==> src/psfs_map.svh <==
// timing constants and counts for the protection switch fault sequencer
`ifndef PSFS_MAP_SVH
`define PSFS_MAP_SVH

`define PSFS_CLK_MHZ 250
`define PSFS_CNT_W 24

`define PSFS_OVP_DEB_US 512
`define PSFS_OVP_DEB_CYC (`PSFS_OVP_DEB_US * `PSFS_CLK_MHZ)

`define PSFS_TON_DELAY_MS 9
`define PSFS_TON_DELAY_CYC (`PSFS_TON_DELAY_MS * 1000 * `PSFS_CLK_MHZ)

`define PSFS_SCP_US 500
`define PSFS_SCP_CYC (`PSFS_SCP_US * `PSFS_CLK_MHZ)

`define PSFS_AR_RETRY_MS 64
`define PSFS_AR_RETRY_CYC (`PSFS_AR_RETRY_MS * 1000 * `PSFS_CLK_MHZ)

`define PSFS_LO_RETRY_MS 2
`define PSFS_LO_RETRY_CYC (`PSFS_LO_RETRY_MS * 1000 * `PSFS_CLK_MHZ)

`define PSFS_LO_RETRY_COUNT 4
`define PSFS_RETRY_W 3

`endif

==> src/psfs_pkg.sv <==
// types of the protection switch fault sequencer
package psfs_pkg;

    typedef enum logic [3:0] {
        ST_OFF,
        ST_CHECK,
        ST_DELAY,
        ST_SOFTSTART,
        ST_ON,
        ST_REV_OFF,
        ST_FAULT_WAIT,
        ST_SCP_WAIT,
        ST_LATCHED
    } psfs_state_e;

endpackage

==> src/psfs_tmr_if.sv <==
// carrier between the sequencer and one of its interval timers
`timescale 1ns/100ps
interface psfs_tmr_if #(
    parameter int CNT_W = 24
);
    logic run;
    logic [CNT_W-1:0] limit;
    logic expired;

    modport ctl (output run, output limit, input expired);
    modport tmr (input run, input limit, output expired);
endinterface

==> src/psfs_sequencer.sv <==
// control state machine of a high-side protection switch
`timescale 1ns/100ps
`include "psfs_map.svh"
module psfs_sequencer #(
    parameter int CNT_W = `PSFS_CNT_W,
    parameter logic [CNT_W-1:0] OVP_DEB_CYC = CNT_W'(`PSFS_OVP_DEB_CYC),
    parameter logic [CNT_W-1:0] TON_DELAY_CYC = CNT_W'(`PSFS_TON_DELAY_CYC),
    parameter logic [CNT_W-1:0] SCP_CYC = CNT_W'(`PSFS_SCP_CYC),
    parameter logic [CNT_W-1:0] AR_RETRY_CYC = CNT_W'(`PSFS_AR_RETRY_CYC),
    parameter logic [CNT_W-1:0] LO_RETRY_CYC = CNT_W'(`PSFS_LO_RETRY_CYC),
    parameter int RETRY_W = `PSFS_RETRY_W,
    parameter logic [RETRY_W-1:0] LO_RETRY_COUNT = RETRY_W'(`PSFS_LO_RETRY_COUNT)
) (
    // clock and reset
    input wire logic clk_i,
    input wire logic rst_i,
    // host control
    input wire logic enable_i,
    input wire logic overvolt_level_select_i,
    // static variant: 0 auto-restart, 1 latch-off
    input wire logic variant_latchoff_i,
    // analog comparators
    input wire logic undervoltage_lockout_i,
    input wire logic overvolt_trip_high_i,
    input wire logic overvolt_trip_low_i,
    input wire logic reverse_flow_block_i,
    input wire logic thermal_shutdown_i,
    input wire logic thermal_cool_i,
    input wire logic current_limit_active_i,
    input wire logic softstart_done_i,
    // switch control
    output logic switch_on_o,
    output logic softstart_run_o,
    output logic current_limit_en_o,
    // open-drain fault flag
    output logic fault_flag_n_o,
    output logic fault_flag_n_oe_o,
    // status
    output logic overvolt_level_low_o,
    output logic latched_off_o,
    output logic [3:0] state_o
);
    psfs_pkg::psfs_state_e state_reg;
    psfs_pkg::psfs_state_e state_next;
    logic enabled_prev_reg;
    logic enabled_prev_next;
    logic ov_sel_reg;
    logic ov_sel_next;
    logic tsd_hold_reg;
    logic tsd_hold_next;
    logic [RETRY_W-1:0] retry_reg;
    logic [RETRY_W-1:0] retry_next;
    logic switch_reg;
    logic switch_next;
    logic ss_reg;
    logic ss_next;
    logic ilim_reg;
    logic ilim_next;
    logic fault_reg;
    logic fault_next;
    logic latched_reg;
    logic latched_next;

    logic enabled;
    logic enable_rise;
    logic ov_trip;
    logic any_fault;
    logic latch_var;

    psfs_tmr_if #(.CNT_W(CNT_W)) ovp_t ();
    psfs_tmr_if #(.CNT_W(CNT_W)) seq_t ();
    psfs_tmr_if #(.CNT_W(CNT_W)) scp_t ();

    psfs_timer #(.CNT_W(CNT_W)) u_ovp_timer (
        .clk_i(clk_i),
        .rst_i(rst_i),
        .t(ovp_t.tmr)
    );

    psfs_timer #(.CNT_W(CNT_W)) u_seq_timer (
        .clk_i(clk_i),
        .rst_i(rst_i),
        .t(seq_t.tmr)
    );

    psfs_timer #(.CNT_W(CNT_W)) u_scp_timer (
        .clk_i(clk_i),
        .rst_i(rst_i),
        .t(scp_t.tmr)
    );

    // supply above lockout qualifies enable_i as the turn-on permit
    assign enabled = enable_i && !undervoltage_lockout_i;
    assign enable_rise = enabled && !enabled_prev_reg;
    assign latch_var = variant_latchoff_i;

    // captured select high means the lower trip level
    assign ov_trip = ov_sel_reg ? overvolt_trip_low_i : overvolt_trip_high_i;
    assign any_fault = ov_trip || tsd_hold_reg || thermal_shutdown_i || reverse_flow_block_i;

    // overvoltage debounce only while the switch conducts
    assign ovp_t.run = switch_reg && ov_trip;
    assign ovp_t.limit = OVP_DEB_CYC;

    // turn-on delay and retry intervals share one timer
    always_comb begin
        seq_t.run = 1'b0;
        seq_t.limit = TON_DELAY_CYC;
        case (state_reg)
            psfs_pkg::ST_DELAY: begin
                seq_t.run = 1'b1;
            end
            psfs_pkg::ST_SCP_WAIT: begin
                seq_t.run = 1'b1;
                seq_t.limit = latch_var ? LO_RETRY_CYC : AR_RETRY_CYC;
            end
            default: begin
                seq_t.run = 1'b0;
            end
        endcase
    end

    // clamped inrush timer, cleared whenever the limit releases
    assign scp_t.run = (state_reg == psfs_pkg::ST_SOFTSTART) && current_limit_active_i;
    assign scp_t.limit = SCP_CYC;

    // level select and thermal hysteresis
    always_comb begin
        enabled_prev_next = enabled;
        ov_sel_next = ov_sel_reg;
        if (enable_rise) begin
            ov_sel_next = overvolt_level_select_i;
        end
        tsd_hold_next = tsd_hold_reg;
        if (thermal_shutdown_i) begin
            tsd_hold_next = 1'b1;
        end else if (thermal_cool_i) begin
            tsd_hold_next = 1'b0;
        end
    end

    always_ff @(posedge clk_i or posedge rst_i) begin
        if (rst_i) begin
            enabled_prev_reg <= 1'b0;
            ov_sel_reg <= 1'b0;
            tsd_hold_reg <= 1'b0;
        end else begin
            enabled_prev_reg <= enabled_prev_next;
            ov_sel_reg <= ov_sel_next;
            tsd_hold_reg <= tsd_hold_next;
        end
    end

    // main sequence
    always_comb begin
        state_next = state_reg;
        retry_next = retry_reg;
        if (!enabled) begin
            state_next = psfs_pkg::ST_OFF;
            retry_next = '0;
        end else begin
            case (state_reg)
                psfs_pkg::ST_OFF: begin
                    state_next = psfs_pkg::ST_CHECK;
                end
                psfs_pkg::ST_CHECK: begin
                    if (!any_fault) begin
                        state_next = psfs_pkg::ST_DELAY;
                    end
                end
                psfs_pkg::ST_DELAY: begin
                    if (any_fault) begin
                        state_next = psfs_pkg::ST_CHECK;
                    end else if (seq_t.expired) begin
                        state_next = psfs_pkg::ST_SOFTSTART;
                    end
                end
                psfs_pkg::ST_SOFTSTART, psfs_pkg::ST_ON: begin
                    if (thermal_shutdown_i) begin
                        state_next = latch_var ? psfs_pkg::ST_LATCHED
                                               : psfs_pkg::ST_FAULT_WAIT;
                    end else if (ovp_t.expired) begin
                        state_next = latch_var ? psfs_pkg::ST_LATCHED
                                               : psfs_pkg::ST_FAULT_WAIT;
                    end else if (reverse_flow_block_i) begin
                        state_next = psfs_pkg::ST_REV_OFF;
                    end else if (state_reg == psfs_pkg::ST_SOFTSTART) begin
                        if (scp_t.expired) begin
                            if (latch_var && retry_reg == LO_RETRY_COUNT) begin
                                state_next = psfs_pkg::ST_LATCHED;
                            end else begin
                                state_next = psfs_pkg::ST_SCP_WAIT;
                            end
                        end else if (softstart_done_i) begin
                            state_next = psfs_pkg::ST_ON;
                            retry_next = '0;
                        end
                    end
                end
                psfs_pkg::ST_REV_OFF: begin
                    if (thermal_shutdown_i) begin
                        state_next = latch_var ? psfs_pkg::ST_LATCHED
                                               : psfs_pkg::ST_FAULT_WAIT;
                    end else if (ov_trip) begin
                        state_next = latch_var ? psfs_pkg::ST_LATCHED
                                               : psfs_pkg::ST_FAULT_WAIT;
                    end else if (!reverse_flow_block_i) begin
                        state_next = psfs_pkg::ST_ON;
                    end
                end
                psfs_pkg::ST_FAULT_WAIT: begin
                    if (!ov_trip && !tsd_hold_reg && !thermal_shutdown_i) begin
                        state_next = psfs_pkg::ST_CHECK;
                    end
                end
                psfs_pkg::ST_SCP_WAIT: begin
                    if (seq_t.expired) begin
                        state_next = psfs_pkg::ST_CHECK;
                        if (latch_var) begin
                            retry_next = retry_reg + RETRY_W'(1);
                        end
                    end
                end
                psfs_pkg::ST_LATCHED: begin
                    state_next = psfs_pkg::ST_LATCHED;
                end
                default: begin
                    state_next = psfs_pkg::ST_OFF;
                end
            endcase
        end
    end

    // output decode of the next state, registered
    always_comb begin
        switch_next = 1'b0;
        ss_next = 1'b0;
        ilim_next = 1'b0;
        latched_next = 1'b0;
        case (state_next)
            psfs_pkg::ST_SOFTSTART: begin
                switch_next = 1'b1;
                ss_next = 1'b1;
                ilim_next = 1'b1;
            end
            psfs_pkg::ST_ON: begin
                switch_next = 1'b1;
            end
            psfs_pkg::ST_LATCHED: begin
                latched_next = 1'b1;
            end
            default: begin
                switch_next = 1'b0;
            end
        endcase
        // reverse blocking alone never pulls the flag
        fault_next = 1'b0;
        if (enabled && ov_trip) begin
            fault_next = 1'b1;
        end
        if (tsd_hold_next) begin
            fault_next = 1'b1;
        end
        if (state_next == psfs_pkg::ST_SCP_WAIT || state_next == psfs_pkg::ST_LATCHED) begin
            fault_next = 1'b1;
        end
    end

    always_ff @(posedge clk_i or posedge rst_i) begin
        if (rst_i) begin
            state_reg <= psfs_pkg::ST_OFF;
            retry_reg <= '0;
            switch_reg <= 1'b0;
            ss_reg <= 1'b0;
            ilim_reg <= 1'b0;
            fault_reg <= 1'b0;
            latched_reg <= 1'b0;
        end else begin
            state_reg <= state_next;
            retry_reg <= retry_next;
            switch_reg <= switch_next;
            ss_reg <= ss_next;
            ilim_reg <= ilim_next;
            fault_reg <= fault_next;
            latched_reg <= latched_next;
        end
    end

    assign switch_on_o = switch_reg;
    assign softstart_run_o = ss_reg;
    assign current_limit_en_o = ilim_reg;
    assign fault_flag_n_o = 1'b0;
    assign fault_flag_n_oe_o = fault_reg;
    assign overvolt_level_low_o = ov_sel_reg;
    assign latched_off_o = latched_reg;
    assign state_o = state_reg;
endmodule

==> src/psfs_timer.sv <==
// interval timer: counts up to limit while run is high, clears when run drops
`timescale 1ns/100ps
module psfs_timer #(
    parameter int CNT_W = 24
) (
    // clock and reset
    input wire logic clk_i,
    input wire logic rst_i,
    // control
    psfs_tmr_if.tmr t
);
    logic [CNT_W-1:0] count_reg;
    logic [CNT_W-1:0] count_next;

    always_comb begin
        count_next = count_reg;
        if (!t.run) begin
            count_next = '0;
        end else if (count_reg != t.limit) begin
            count_next = count_reg + CNT_W'(1);
        end
    end

    always_ff @(posedge clk_i or posedge rst_i) begin
        if (rst_i) begin
            count_reg <= '0;
        end else begin
            count_reg <= count_next;
        end
    end

    // high from the (limit+1)-th cycle of run until run drops
    assign t.expired = t.run && (count_reg == t.limit);
endmodule

==> config.mk <==
export PLATFORM = sky130hd
export DESIGN_NAME = psfs_sequencer
export DESIGN_NICKNAME = d
export VERILOG_FILES = /design/src/psfs_pkg.sv /design/src/psfs_tmr_if.sv /design/src/psfs_sequencer.sv /design/src/psfs_timer.sv
export VERILOG_INCLUDE_DIRS = /design/src
export SDC_FILE = /design/constraint.sdc
export NUM_CORES = 1
export LEC_CHECK = 0
export BUFFER_PORTS_ARGS = -buffer_cell sky130_fd_sc_hd__buf_2
export CELL_PAD_IN_SITES_DETAIL_PLACEMENT = 0
export CELL_PAD_IN_SITES_GLOBAL_PLACEMENT = 1
export CORE_ASPECT_RATIO = 2
export CORE_MARGIN = 2
export CORE_UTILIZATION = 35
export DETAILED_ROUTE_END_ITERATION = 8
export PLACE_DENSITY = 0.63
export SYNTH_ARGS = -nofsm -noshare
export SYNTH_HDL_FRONTEND = slang
export SYNTH_SLANG_ARGS = --single-unit
==> constraint.sdc <==
create_clock -name clk_i -period 3.2 [get_ports clk_i]
set_input_delay 0.48 -clock clk_i [delete_from_list [all_inputs] [get_ports clk_i]]
set_output_delay 0.48 -clock clk_i [all_outputs]
set_load 0.02 [all_outputs]
# After elaboration in Yosys (flattened, before gate mapping)
# Cells that the tools add are included.
# op_classes
muxes	46
addsub	4
n_reduce_logical	25
n_eq_ne	31
# ops
cell	count
24-bit 2-to-1 mux	8
24-bit by 1-bit adder with 24-bit output (second input constant)	3
4-bit 2-to-1 mux	17
24-bit by 17-bit == test with 1-bit output (second input constant)	2
24-bit by 17-bit inequality test with 1-bit output (second input constant)	2
4-bit one-hot mux with 8 select lines	1
3-bit 2-to-1 mux	9
24-bit == test	1
4-bit by 3-bit == test with 1-bit output (second input constant)	6
24-bit inequality test	1
3-bit inequality test (second input constant)	8
4-bit by 2-bit == test with 1-bit output (second input constant)	3
1-bit logical AND	11
1-bit 2-to-1 mux	10
9-bit AND reduction	1
4-bit == test (second input constant)	2
2-bit inequality test (second input constant)	3
3-bit one-hot mux with 2 select lines	1
2-bit OR reduction	3
1-bit logical NOT	5
4-bit by 1-bit == test with 1-bit output (second input constant)	1
4-bit logical NOT	1
1-bit logical OR	4
3-bit by 1-bit adder with 3-bit output (second input constant)	1
2 further kinds	2
# word_totals
inputBits	13
word_cells	118
reg_bits	86
output_inout_bits	11

# Longest topological paths before layout
# Gate-level depths: netlist of the first run.
# logic_depth
word_depth	13
mapped_depth	9
depth_no_buf	9

# Modules after synthesis
# Synthesis of the first run repeated with hierarchy kept, for this count alone.
# hier_totals
hier_cells	741
area_unflattened_um2	6774.0
# modules_own_cells
mod	area_each_um2	cells_each	instances	seq_area_each_um2
psfs_timer (u_ovp_timer ...)	1811.7	205	2	600.6
psfs_timer (u_seq_timer)	2052.0	206	1	600.6
psfs_sequencer	1098.6	125	1	350.3

# Least setup slack after synthesis of the first run
# OpenSTA, ideal clock, no wires.
# synth_path
kind	register to register
startpoint	register u_scp_timer.count_reg[2]
endpoint	register fault_reg (netlist: fault_flag_n_oe_o)
arrival_ns	2.710
path_stages_with_launch	8
setup_slack_ns	0.398
cell_sequence	dfrtp_1 or4_1 or4_4 or3_4 mux2_4 o31a_1 and2_4 o31ai_2
# synth_between
elab_chain_cells	12
word_cells_on_any_way	13
cone_classes	eq/ne (3); mux (8); reduce/logical (2)
# synth_rtl
item	line	rtl
start: declaration	psfs_timer.sv:12	logic [CNT_W-1:0] count_reg;
start signal: assignment	psfs_timer.sv:28	count_reg <= count_next;
24-bit by 17-bit == test with 1-bit output *	psfs_timer.sv:33	assign t.expired = t.run && (count_reg == t.limit);
1-bit logical AND *	psfs_timer.sv:33	
4-bit 2-to-1 mux *	psfs_sequencer.sv:188	if (scp_t.expired) begin
4-bit 2-to-1 mux *	psfs_sequencer.sv:187	end else if (state_reg == psfs_pkg::ST_SOFTSTART) begin
4-bit 2-to-1 mux *	psfs_sequencer.sv:185	end else if (reverse_flow_block_i) begin
4-bit 2-to-1 mux *	psfs_sequencer.sv:182	end else if (ovp_t.expired) begin
4-bit 2-to-1 mux *	psfs_sequencer.sv:179	if (thermal_shutdown_i) begin
4-bit one-hot mux with 8 select lines *	psfs_sequencer.sv:162	case (state_reg)
4-bit 2-to-1 mux *	psfs_sequencer.sv:158	if (!enabled) begin
4-bit by 3-bit == test with 1-bit output / 4-bit == test (equally long branches)	psfs_sequencer.sv:264	if (state_next == psfs_pkg::ST_SCP_WAIT || state_next == psfs_pkg::ST_LATCHED) begin
1-bit logical OR *	psfs_sequencer.sv:264	
1-bit 2-to-1 mux *	psfs_sequencer.sv:264	
net fault_next	psfs_sequencer.sv:60	logic fault_next;
end signal: assignment	psfs_sequencer.sv:284	fault_reg <= fault_next;
end: declaration	psfs_sequencer.sv:59	logic fault_reg;
# Mark *: on every way through the listed nets, which the timed path passes. The rest lies on a longest branch.
# A chain may end at the register's enable or synchronous reset.

# Worst setup path after layout of the first run
# layout_path
startpoint	register u_scp_timer.count_reg[2]
endpoint	register ilim_reg (netlist: current_limit_en_o)
# layout_between
elab_chain_cells	11
# layout_rtl
item	line	rtl
24-bit by 17-bit == test with 1-bit output	psfs_timer.sv:33	
1-bit logical AND	psfs_timer.sv:33	
4-bit 2-to-1 mux	psfs_sequencer.sv:188	
4-bit 2-to-1 mux	psfs_sequencer.sv:187	
4-bit 2-to-1 mux	psfs_sequencer.sv:185	
4-bit 2-to-1 mux	psfs_sequencer.sv:182	
4-bit 2-to-1 mux	psfs_sequencer.sv:179	
4-bit one-hot mux with 8 select lines	psfs_sequencer.sv:162	
4-bit 2-to-1 mux	psfs_sequencer.sv:158	
4-bit by 2-bit == test with 1-bit output	psfs_sequencer.sv:240	case (state_next)
1-bit 2-to-1 mux	psfs_sequencer.sv:240	
net ilim_next	psfs_sequencer.sv:58	logic ilim_next;
end signal: assignment	psfs_sequencer.sv:283	ilim_reg <= ilim_next;
end: declaration	psfs_sequencer.sv:57	logic ilim_reg;
# The timed path passes the listed nets, and every way through them passes these cells.

==> summary.md, run 1 <==
| Metric | Value |
|---|---|
| Final min period | 2.99 ns |
| Met3 Wirelength | 322 µm |
| Io pins | 24 |
| TritonCTS clock tree | built |
| Max_slew headroom | 55.6% |
| Critical path fanouts, max | 6 |
| First-pass GRT wire length | 18.0 mm |
| Crit path required time | 3.44 ns |
| Syn_area_per_cell | 9.21 µm² |
| Die area | 14500 µm² |
| Wire per inst | 15.1 µm |
| Met2 Wirelength | 4.85 mm |
| GRT Total Usage | 15.6% |
| Slew @ Worst Pin | 0.658 ns |
| Max clock buf depth | 2 |
| Die X | 86.2 µm |
| WHS | 0.151 ns |
| Post-DP HPWL | 7.45 mm |
| Number of global-route vias before repair | 3635 |
| Slowest CP cell | or4_4 |
| Share of the synthesized area in the top cell type | 45.6% |
| RSZ-0062 raised after global routing | false |
| Layout cells sized above 1 | 11.9% |
| Setup Viol. Count Final | 0 |
| GR Overflow Total | 0 |
| Max Slew Vio Count | 0 |
| Fillers | 1334 |
| Clk slew on worst S/H paths | 0.06 ns |
| Register bit total from synthesis | 86 |
| CP arrival | 3.22 ns |
| DP Area | 5050 µm² |
| Asr flop ratio synth | 100% |
| Final Cycle Share | 93.4% |
| DR iter-0 viols | 171 |
| Syn Inst Count | 513 |
| Max incr delay on CP | 0.56 ns |
| Starting density of the core | 35.6% |
| Post-synth net total | 534 |
| Setup Buffers After CTS | 0 |
| Initial antenna violation count | 0 |
| Hold Crit Class | input pin to asynchronous set/reset pin |
| CTS Hold Bufs | 0 |
| Cell Area, Synth | 4720 µm² |
| 1st-pass router iterations | 4 |
| Post-synth EDFFs | 0 |
| DP Cell Count | 685 |
| Final WS setup | 0.212 ns |
| Fin area | 5430 µm² |
| Clk sink count | 86 |
| Leakage | 0.00215 µW |
| YS warnings | 0 |
| Yosys cell types | 57 |
| Worst Setup SP | u_scp_timer.count_reg[2] |
| Status | finished clean |
| Met1 Routed Length | 5.20 mm |
| Pwr dens | 456 nW/µm² |
| Max cap viols | 0 |
| Leading area contributor after synthesis | dfrtp_1 |
| CTS H-tree lvls | 3 |
| Core box area | 13300 µm² |
| Synth area leaders | dfrtp_1 46%, xor2_1 6.5%, nor2_1 6.4%, xnor2_1 3.7%, nand3_1 3.2% |
| Pre-CTS setup slack | 0.245 ns |
| Worst path cell trace | or4_1 -> or4_4 -> or3_4 -> mux2_4 -> o31a_1 -> and2_4 -> nor4_2 |
| DRC viols | 0 |
| Antenna Violating Nets Remaining | 0 |
| Via density | 5.29 |
| Crit end category | flip-flop |
| Row cnt | 60 |
| CTS root buf | clkbuf_16 |
| Worst Skew | 0.00873 ns |
| Vias | 3705 |
| Top Metal Used | met4 |
| Max IR drop VDD | 0.236 mV |
| Final WL | 10.6 mm |
| Reg2Reg Launch Point | u_scp_timer.count_reg[2] |
| Register area share after synthesis | 45.6% |
| Antenna diodes | 0 |
| PortBufs | 22 |
| Ys flop type | dfrtp_1 |
| CTS Buf Count | 9 |
| Top-count cell post-synth | dfrtp_1 |
| Fmax | 335 MHz |
| Routability cong. | 0.792 |
| Final std cells w/o fill | 701 |
| Synth top cells by count | 86 x dfrtp_1, 81 x nor2_1, 35 x nand2_1, 35 x xor2_1, 30 x nand3_1 |
| Setup TNS | 0 ns |
| WS Path Type | flip-flop to flip-flop |
| Die extent in y | 168 µm |
| Final Hold Fails | 0 |
| Clk_lat worst skew | 0.34 ns |
| PostCTS Resize Cnt | 0 |
| Area growth syn-to-layout | 14.8% |
| Fin nets | 562 |
| Critical Path Start Type | flip-flop |
| Largest net degree at the start of global routing | 60 |
## through the flow
step / utilization (%) / power (µW)
floorplan: - / 1170
global placement: 38.0 / 1200
detailed placement: 38.0 / 1200
CTS: 40.8 / 2520
global route: 40.8 / 2550
finish: 40.8 / 2480
## worst max-delay path: cells and delay by family (launching register included)
family	cells	cell delay [ns]
and+or+nand+nor	5	1.89
AOI/OAI and AO/OA	1	0.27
DFF	1	0.42
muxes	1	0.31
## report_power, final
part           switching [µW]  internal [µW]
sequential               3.92           1090
clock                     437            862
combinational            56.7           23.9
## final cells by class
| class | count | area [µm²] | share of cell area (%) |
|---|---|---|---|
| Sequential cell | 86 | 2150 | 39.7 |
| Tap cell | 155 | 194 | 3.57 |
| Clock inverter | 6 | 133 | 2.44 |
| Clock buffer | 10 | 239 | 4.40 |
| Inverter | 24 | 91.3 | 1.68 |
| Multi-Input combinational cell | 388 | 2420 | 44.6 |
| Timing Repair Buffer | 32 | 198 | 3.64 |
## metal layers
layer	vias up	global-route usage, %
li1	1862	-
met1	1780	21.5
met2	48	24.0
met3	15	2.94
met4	0	6.07
met5	-	0
## path summary, 6_finish.rpt
kind	to	slack (ns)	depth (start not counted)
min reg2reg	u_ovp_timer.count_reg[14]	0.53	2
min in group clk_i	overvolt_level_low_o	0.37	2
max reg2reg	current_limit_en_o	0.21	7
max	current_limit_en_o	0.21	7
min	u_seq_timer.count_reg[23]	0.15	2
max in group asynchronous	u_ovp_timer.count_reg[2]	2.36	3
## layout by cell type, fill, tap and decap left out, drive strengths merged, types with 3 or more instances in the layout
cell | Yosys | final
clkbuf | 13 | 10
mux2 | 6 | 6
nor2 | 81 | 81
and3 | 14 | 14
and4 | 7 | 7
nand4 | 18 | 18
nand2 | 35 | 35
or4 | 4 | 4
xor2 | 35 | 35
or3 | 16 | 16
nor3 | 8 | 8
nor4 | 6 | 6
o21ai | 19 | 19
a31oi | 5 | 5
xnor2 | 20 | 20
nor4bb | 4 | 4
bufinv | 0 | 4
o31ai | 3 | 3
dfrtp | 86 | 86
inv | 24 | 23
nand2b | 3 | 3
ha | 8 | 8
nand3 | 30 | 30
or3b | 4 | 4
buf | 2 | 32
a21oi | 19 | 19
and2 | 3 | 3
nor4b | 8 | 8
nor2b | 3 | 3
## cells by family after synthesis
logic type	Yosys count	share of synthesized area [%]
AOI/OAI and AO/OA	65	8.66
xor gates and xnor gates	55	10.2
adders and majority gates	9	2.33
buffers and inverters	39	3.26
DFF	86	45.6
muxes	8	1.93
other	1	0.0794
and+or+nand+nor	250	28.0
No activity file was read; power rests on OpenSTA's default activity.
==> inputs of run 2 (changes only) <==
Settings changed: CORE_ASPECT_RATIO 2 to not set.
==> summary.md, run 2 (synthesis gave the netlist of run 1 again) <==
| Metric | Value |
|---|---|
| Status | finished clean |
| Area growth syn-to-layout | 13.6% |
| Die X | 120 µm |
| CP top delay family | simple AND/OR/NAND/NOR gates |
| Largest net degree at the start of global routing | 35 |
| Starting density of the core | 35.8% |
| Clk sink count | 86 |
| Slew @ Worst Pin | 0.616 ns |
| PostCTS Resize Cnt | 0 |
| Crit path capture | current_limit_en_o |
| Pwr dens | 404 nW/µm² |
| Crit end category | flip-flop |
| Setup Buffers After CTS | 0 |
| Setup TNS | 0 ns |
| Leakage | 0.00212 µW |
| Layout cells sized above 1 | 12.0% |
| Critical Path Start Type | flip-flop |
| Clk pwr share | 45.8% |
| R2r setup slk | 0.26 ns |
| Slowest CP cell | or4_4 |
| Proportion of power drawn by combinational gates | 3.7% |
| R2R depth | 7 |
| WS Path Type | flip-flop to flip-flop |
| Row cnt | 42 |
| RSZ-0062 raised after global routing | false |
| Hold Crit Class | input pin to asynchronous set/reset pin |
| Pwr Total | 2170 µW |
| Worst Setup SP | u_scp_timer.count_reg[2] |
| Register area | 2150 µm² |
| GRT Total Usage | 16.1% |
| Max Slew Vio Count | 0 |
| Critical path fanouts, max | 6 |
| Fmax | 340 MHz |
| Most common cell after layout, fill and taps aside | dfrtp_1 |
| CTS root buf | clkbuf_16 |
| Number of global-route vias before repair | 3773 |
| Final min period | 2.94 ns |
| Antenna diodes | 0 |
| Max_slew headroom | 58.4% |
| Clk slew on worst S/H paths | 0.06 ns |
| Final Hold Fails | 0 |
| Reg2Reg Launch Point | u_scp_timer.count_reg[2] |
| Reg2reg end | current_limit_en_o |
| Multi-input logic area | 2420 µm² |
| Max IR drop VDD | 0.216 mV |
| Clk_lat worst skew | 0.34 ns |
| First-pass GRT wire length | 18.6 mm |
| Fin nets | 565 |
| Post-DP HPWL | 7.61 mm |
| Fillers | 1285 |
| Core box area | 13200 µm² |
| 1st-pass router iterations | 4 |
| Sw Ratio | 22.4% |
| PortBufs | 22 |
| Max incr delay on CP | 0.56 ns |
| Antenna Violating Nets Remaining | 0 |
| Worst path cell trace | or4_1 -> or4_4 -> or3_4 -> mux2_4 -> o31a_1 -> and2_4 -> nor4_2 |
| Max clock buf depth | 2 |
| GR Overflow Total | 0 |
| Final Cycle Share | 92.0% |
| Io pins | 24 |
| Via density | 5.24 |
| Die area | 14400 µm² |
| Cell internal pwr | 1680 µW |
| Final WL | 10.8 mm |
| CTS Hold Bufs | 0 |
| DP Cell Count | 709 |
| CTS Buf Count | 9 |
| Vias | 3797 |
| Most frequent cells in the layout | 86 x dfrtp_1, 81 x nor2_1, 35 x nand2_1, 35 x xor2_1, 30 x nand3_1 |
| Switch Pwr | 486 µW |
| TritonCTS clock tree | built |
| Worst Skew | 0.00666 ns |
| Stages on worst setup path | 7 |
| Wire per inst | 14.9 µm |
| Max cap viols | 0 |
| Crit path required time | 3.45 ns |
| DR iter-0 viols | 181 |
| Setup Viol. Count Final | 0 |
| CTS H-tree lvls | 3 |
| Final std cells w/o fill | 725 |
| Register share of total power | 50.6% |
| CP arrival | 3.19 ns |
| Die extent in y | 120 µm |
| WP buf/inv | 0 |
| Initial antenna violation count | 0 |
| Routability cong. | 0.808 |
| DRC viols | 0 |
run 2: cell count changes in the layout (fill, tap and decap cells not counted):
| cell | previous run | this run |
|---|---|---|
| bufinv_16 | 4 | 0 |
| clkinvlp_4 | 1 | 0 |
| buf_4 | 9 | 13 |
| buf_12 | 1 | 0 |
| clkbuf_8 | 1 | 2 |
| clkinv_2 | 2 | 3 |
| clkinv_4 | 0 | 1 |
| clkbuf_1 | 0 | 2 |
run 2: metal layers:
layer | GRT usage (%) | routed length, µm | vias to the layer above | share of wire (%)
met5 | 0 | 0 | - | 0
met4 | 6.40 | 162 | 0 | 1.5
met3 | 3.02 | 382 | 12 | 3.5
met2 | 25.5 | 4980 | 56 | 46
met1 | 21.9 | 5260 | 1860 | 49
li1 | - | - | 1869 | -
run 2: area by class of cell:
class                      instances  share of cell area [%]
sequential                        86                    40.1
inverter                          24                    1.70
clock buffer                      13                    4.85
timing repair buffer              35                    3.87
clock inverter                     3                   0.350
multi-input combinational        388                    45.0
tap                              176                    4.10
run 2: worst min-delay path by stage:
| stage | slack [ns] | end | cells past startpoint | start |
|---|---|---|---|---|
| after floorplan | 0.50 | u_ovp_timer.count_reg[14] | 2 | u_ovp_timer.count_reg[14] |
| after global placement | 0.51 | u_ovp_timer.count_reg[14] | 2 | u_ovp_timer.count_reg[14] |
| after detailed placement | 0.54 | u_scp_timer.count_reg[23] | 2 | u_scp_timer.count_reg[23] |
| after CTS | 0.21 | u_scp_timer.count_reg[16] | 2 | rst_i |
| after global routing | 0.24 | u_scp_timer.count_reg[16] | 2 | rst_i |
| final | 0.19 | u_scp_timer.count_reg[15] | 2 | rst_i |
run 2: power groups by stage:
stage	Combinational (µW)	Clock (µW)	Sequential [µW]
finish	79.3	993	1100
global route	89.4	1070	1100
CTS	81.4	1030	1100
detailed placement	81.0	0	1120
global placement	81.2	0	1120
floorplan	45.9	0	1120
run 2: per-stage QoR:
step	worst slack [ns]	hold slack, ns	area (µm²)	utilization, %
after floorplan	0.398	0.497	4720	-
after global placement	0.277	0.514	5090	38.6
after detailed placement	0.240	0.538	5090	38.6
after CTS	0.253	0.205	5370	40.7
after global routing	0.136	0.243	5370	40.7
final	0.257	0.189	5370	40.7
==> inputs of run 3 (changes only) <==
Settings changed: ABC_AREA set to 1, PLACE_DENSITY 0.63 to 0.66.
Clock period 3.2 ns to 3.4 ns, I/O delays scaled along.
==> summary.md, run 3 <==
| Metric | Value |
|---|---|
| Status | finished clean |
| Antenna diodes | 0 |
| Final std cells w/o fill | 928 |
| Top-count cell post-synth | nand2_1 |
| Met3 Wirelength | 344 µm |
| Syn_area_per_cell | 7.07 µm² |
| Asr flop ratio synth | 100% |
| Leakage | 0.00256 µW |
| Final Cycle Share | 67.8% |
| Starting density of the core | 36.2% |
| GR Overflow Total | 0 |
| Pwr Total | 2130 µW |
| Slew @ Worst Pin | 0.665 ns |
| Leading area contributor after synthesis | dfrtp_1 |
| Yosys cell types | 36 |
| Cell Area, Synth | 5070 µm² |
| Final Hold Fails | 0 |
| Max_slew headroom | 55.6% |
| DRC viols | 0 |
| Setup Buffers After CTS | 0 |
| CTS Buf Count | 9 |
| CTS root buf | clkbuf_16 |
| Wire per inst | 13.4 µm |
| Number of global-route vias before repair | 4485 |
| Synth top cells by count | 164 x nand2_1, 109 x inv_1, 109 x nor2_1 |
| Io pins | 24 |
| Crit path required time | 3.64 ns |
| PortBufs | 22 |
| Synth area leaders | dfrtp_1 42%, nand2_1 12%, inv_1 8.1%, nor2_1 8.1%, a21oi_1 4.9% |
| Core box area | 14000 µm² |
| DP Cell Count | 912 |
| Die area | 15500 µm² |
| Fin nets | 764 |
| Post-DP HPWL | 9.36 mm |
| WS Path Type | flip-flop to flip-flop |
| Via density | 4.84 |
| Die X | 124 µm |
| Pwr dens | 375 nW/µm² |
| CTS H-tree lvls | 3 |
| Reg2reg end | switch_on_o |
| CP arrival | 2.54 ns |
| RSZ-0062 raised after global routing | false |
| Met1 Routed Length | 6.00 mm |
| Register area share after synthesis | 42.5% |
| Syn Inst Count | 717 |
| Ys flop type | dfrtp_1 |
| Die extent in y | 124 µm |
| Post-synth net total | 738 |
| Final min period | 2.30 ns |
| PostCTS Resize Cnt | 0 |
| Max IR drop VDD | 0.312 mV |
| Share of the synthesized area in the top cell type | 42.5% |
| Most common cell after layout, fill and taps aside | nand2_1 |
| Setup TNS | 0 ns |
| Clk slew on worst S/H paths | 0.06 ns |
| Layout cells sized above 1 | 8.96% |
| Area growth syn-to-layout | 12.3% |
| First-pass GRT wire length | 21.4 mm |
| Met2 Wirelength | 5.83 mm |
| Row cnt | 43 |
| Max cap viols | 0 |
| Vias | 4492 |
| Clk_lat worst skew | 0.35 ns |
| Most frequent cells in the layout | 164 x nand2_1, 109 x nor2_1, 108 x inv_1 |
| Clk sink count | 86 |
| R2r setup slk | 1.10 ns |
| Max clock buf depth | 2 |
| CTS Hold Bufs | 0 |
| DR iter-0 viols | 277 |
| Hold Crit Class | input pin to asynchronous set/reset pin |
| Initial antenna violation count | 0 |
| Antenna Violating Nets Remaining | 0 |
| Worst Skew | 0.0101 ns |
| R2R depth | 14 |
| Critical Path Start Type | flip-flop |
| Routability cong. | 0.815 |
| Setup Viol. Count Final | 0 |
| 1st-pass router iterations | 5 |
| Register bit total from synthesis | 86 |
| Fmax | 434 MHz |
| Post-synth EDFFs | 0 |
| Max Slew Vio Count | 0 |
| Reg2Reg Launch Point | state_o[2] |
| Top Metal Used | met4 |
| TritonCTS clock tree | built |
| Largest net degree at the start of global routing | 52 |
| Final WL | 12.5 mm |
| Critical path fanouts, max | 15 |
| GRT Total Usage | 16.9% |
| Crit end category | flip-flop |
| YS warnings | 0 |
-- run 3: cell families after synthesis --
group,count (synthesis),share of synthesized area (%)
other cells,1,0.0740
buf+inv,123,9.53
simple gates,387,33.7
flops,86,42.5
xor+xnor,4,0.691
compound gates,108,11.6
fa+ha+maj,8,1.98
-- run 3: through the flow --
stage | worst slack (ns) | hold WS (ns) | cell area (µm²) | util [%]
floorplan | 0.668 | 0.455 | 5070 | -
global placement | 1.08 | 0.477 | 5380 | 38.5
detailed placement | 1.05 | 0.489 | 5380 | 38.5
CTS | 1.08 | 0.264 | 5690 | 40.7
global route | 0.793 | 0.297 | 5690 | 40.7
finish | 1.10 | 0.237 | 5690 | 40.7
-- run 3: power breakdown --
| group | switching [µW] | leakage [µW] | internal, µW | total [µW] |
|---|---|---|---|---|
| registers | 4.09 | 0.00119 | 1030 | 1030 |
| clock network | 417 | 0.000155 | 609 | 1030 |
| logic | 57.2 | 0.00121 | 19.0 | 76.2 |
-- run 3: worst max-delay path by stage --
stage                          to  cells after the start           startpoint
2_1_floorplan  current_limit_en_o                      1                rst_i
3_3_place_gp          switch_on_o                     16  overvolt_trip_low_i
3_5_place_dp         retry_reg[0]                     15  overvolt_trip_low_i
4_1_cts               switch_on_o                     14           state_o[2]
5_1_grt               switch_on_o                     14           state_o[2]
6_report              switch_on_o                     14           state_o[2]
-- run 3: worst max-delay path, cell delays in order, from the launching register on --
cell,delay (ns)
dfrtp_1,0.43
inv_1,0.13
nand2_1,0.13
nor2_4,0.13
nand2_2,0.19
inv_1,0.40
nand4_1,0.19
nand2_1,0.10
nand2_1,0.05
nand2_1,0.06
nand2_1,0.06
nand2_2,0.10
nand2_1,0.08
nand3_1,0.10
nand2_1,0.05
-- run 3: area by class of cell --
| cell class | instances | area [µm²] |
|---|---|---|
| fillers | 1522 | 8300 |
| multi-input cells | 508 | 2430 |
| flip-flops and latches | 86 | 2150 |
| inverters | 113 | 425 |
| clock buffers | 11 | 253 |
| well taps | 180 | 225 |
| repair buffers | 25 | 145 |
| clock inverters | 5 | 57.6 |
-- run 3: routing by layer --
metal  up-vias  track usage (%)
met4         0             6.21
met5         -                0
met1      2052             21.9
met2        63             28.0
li1       2356                -
met3        21             3.31
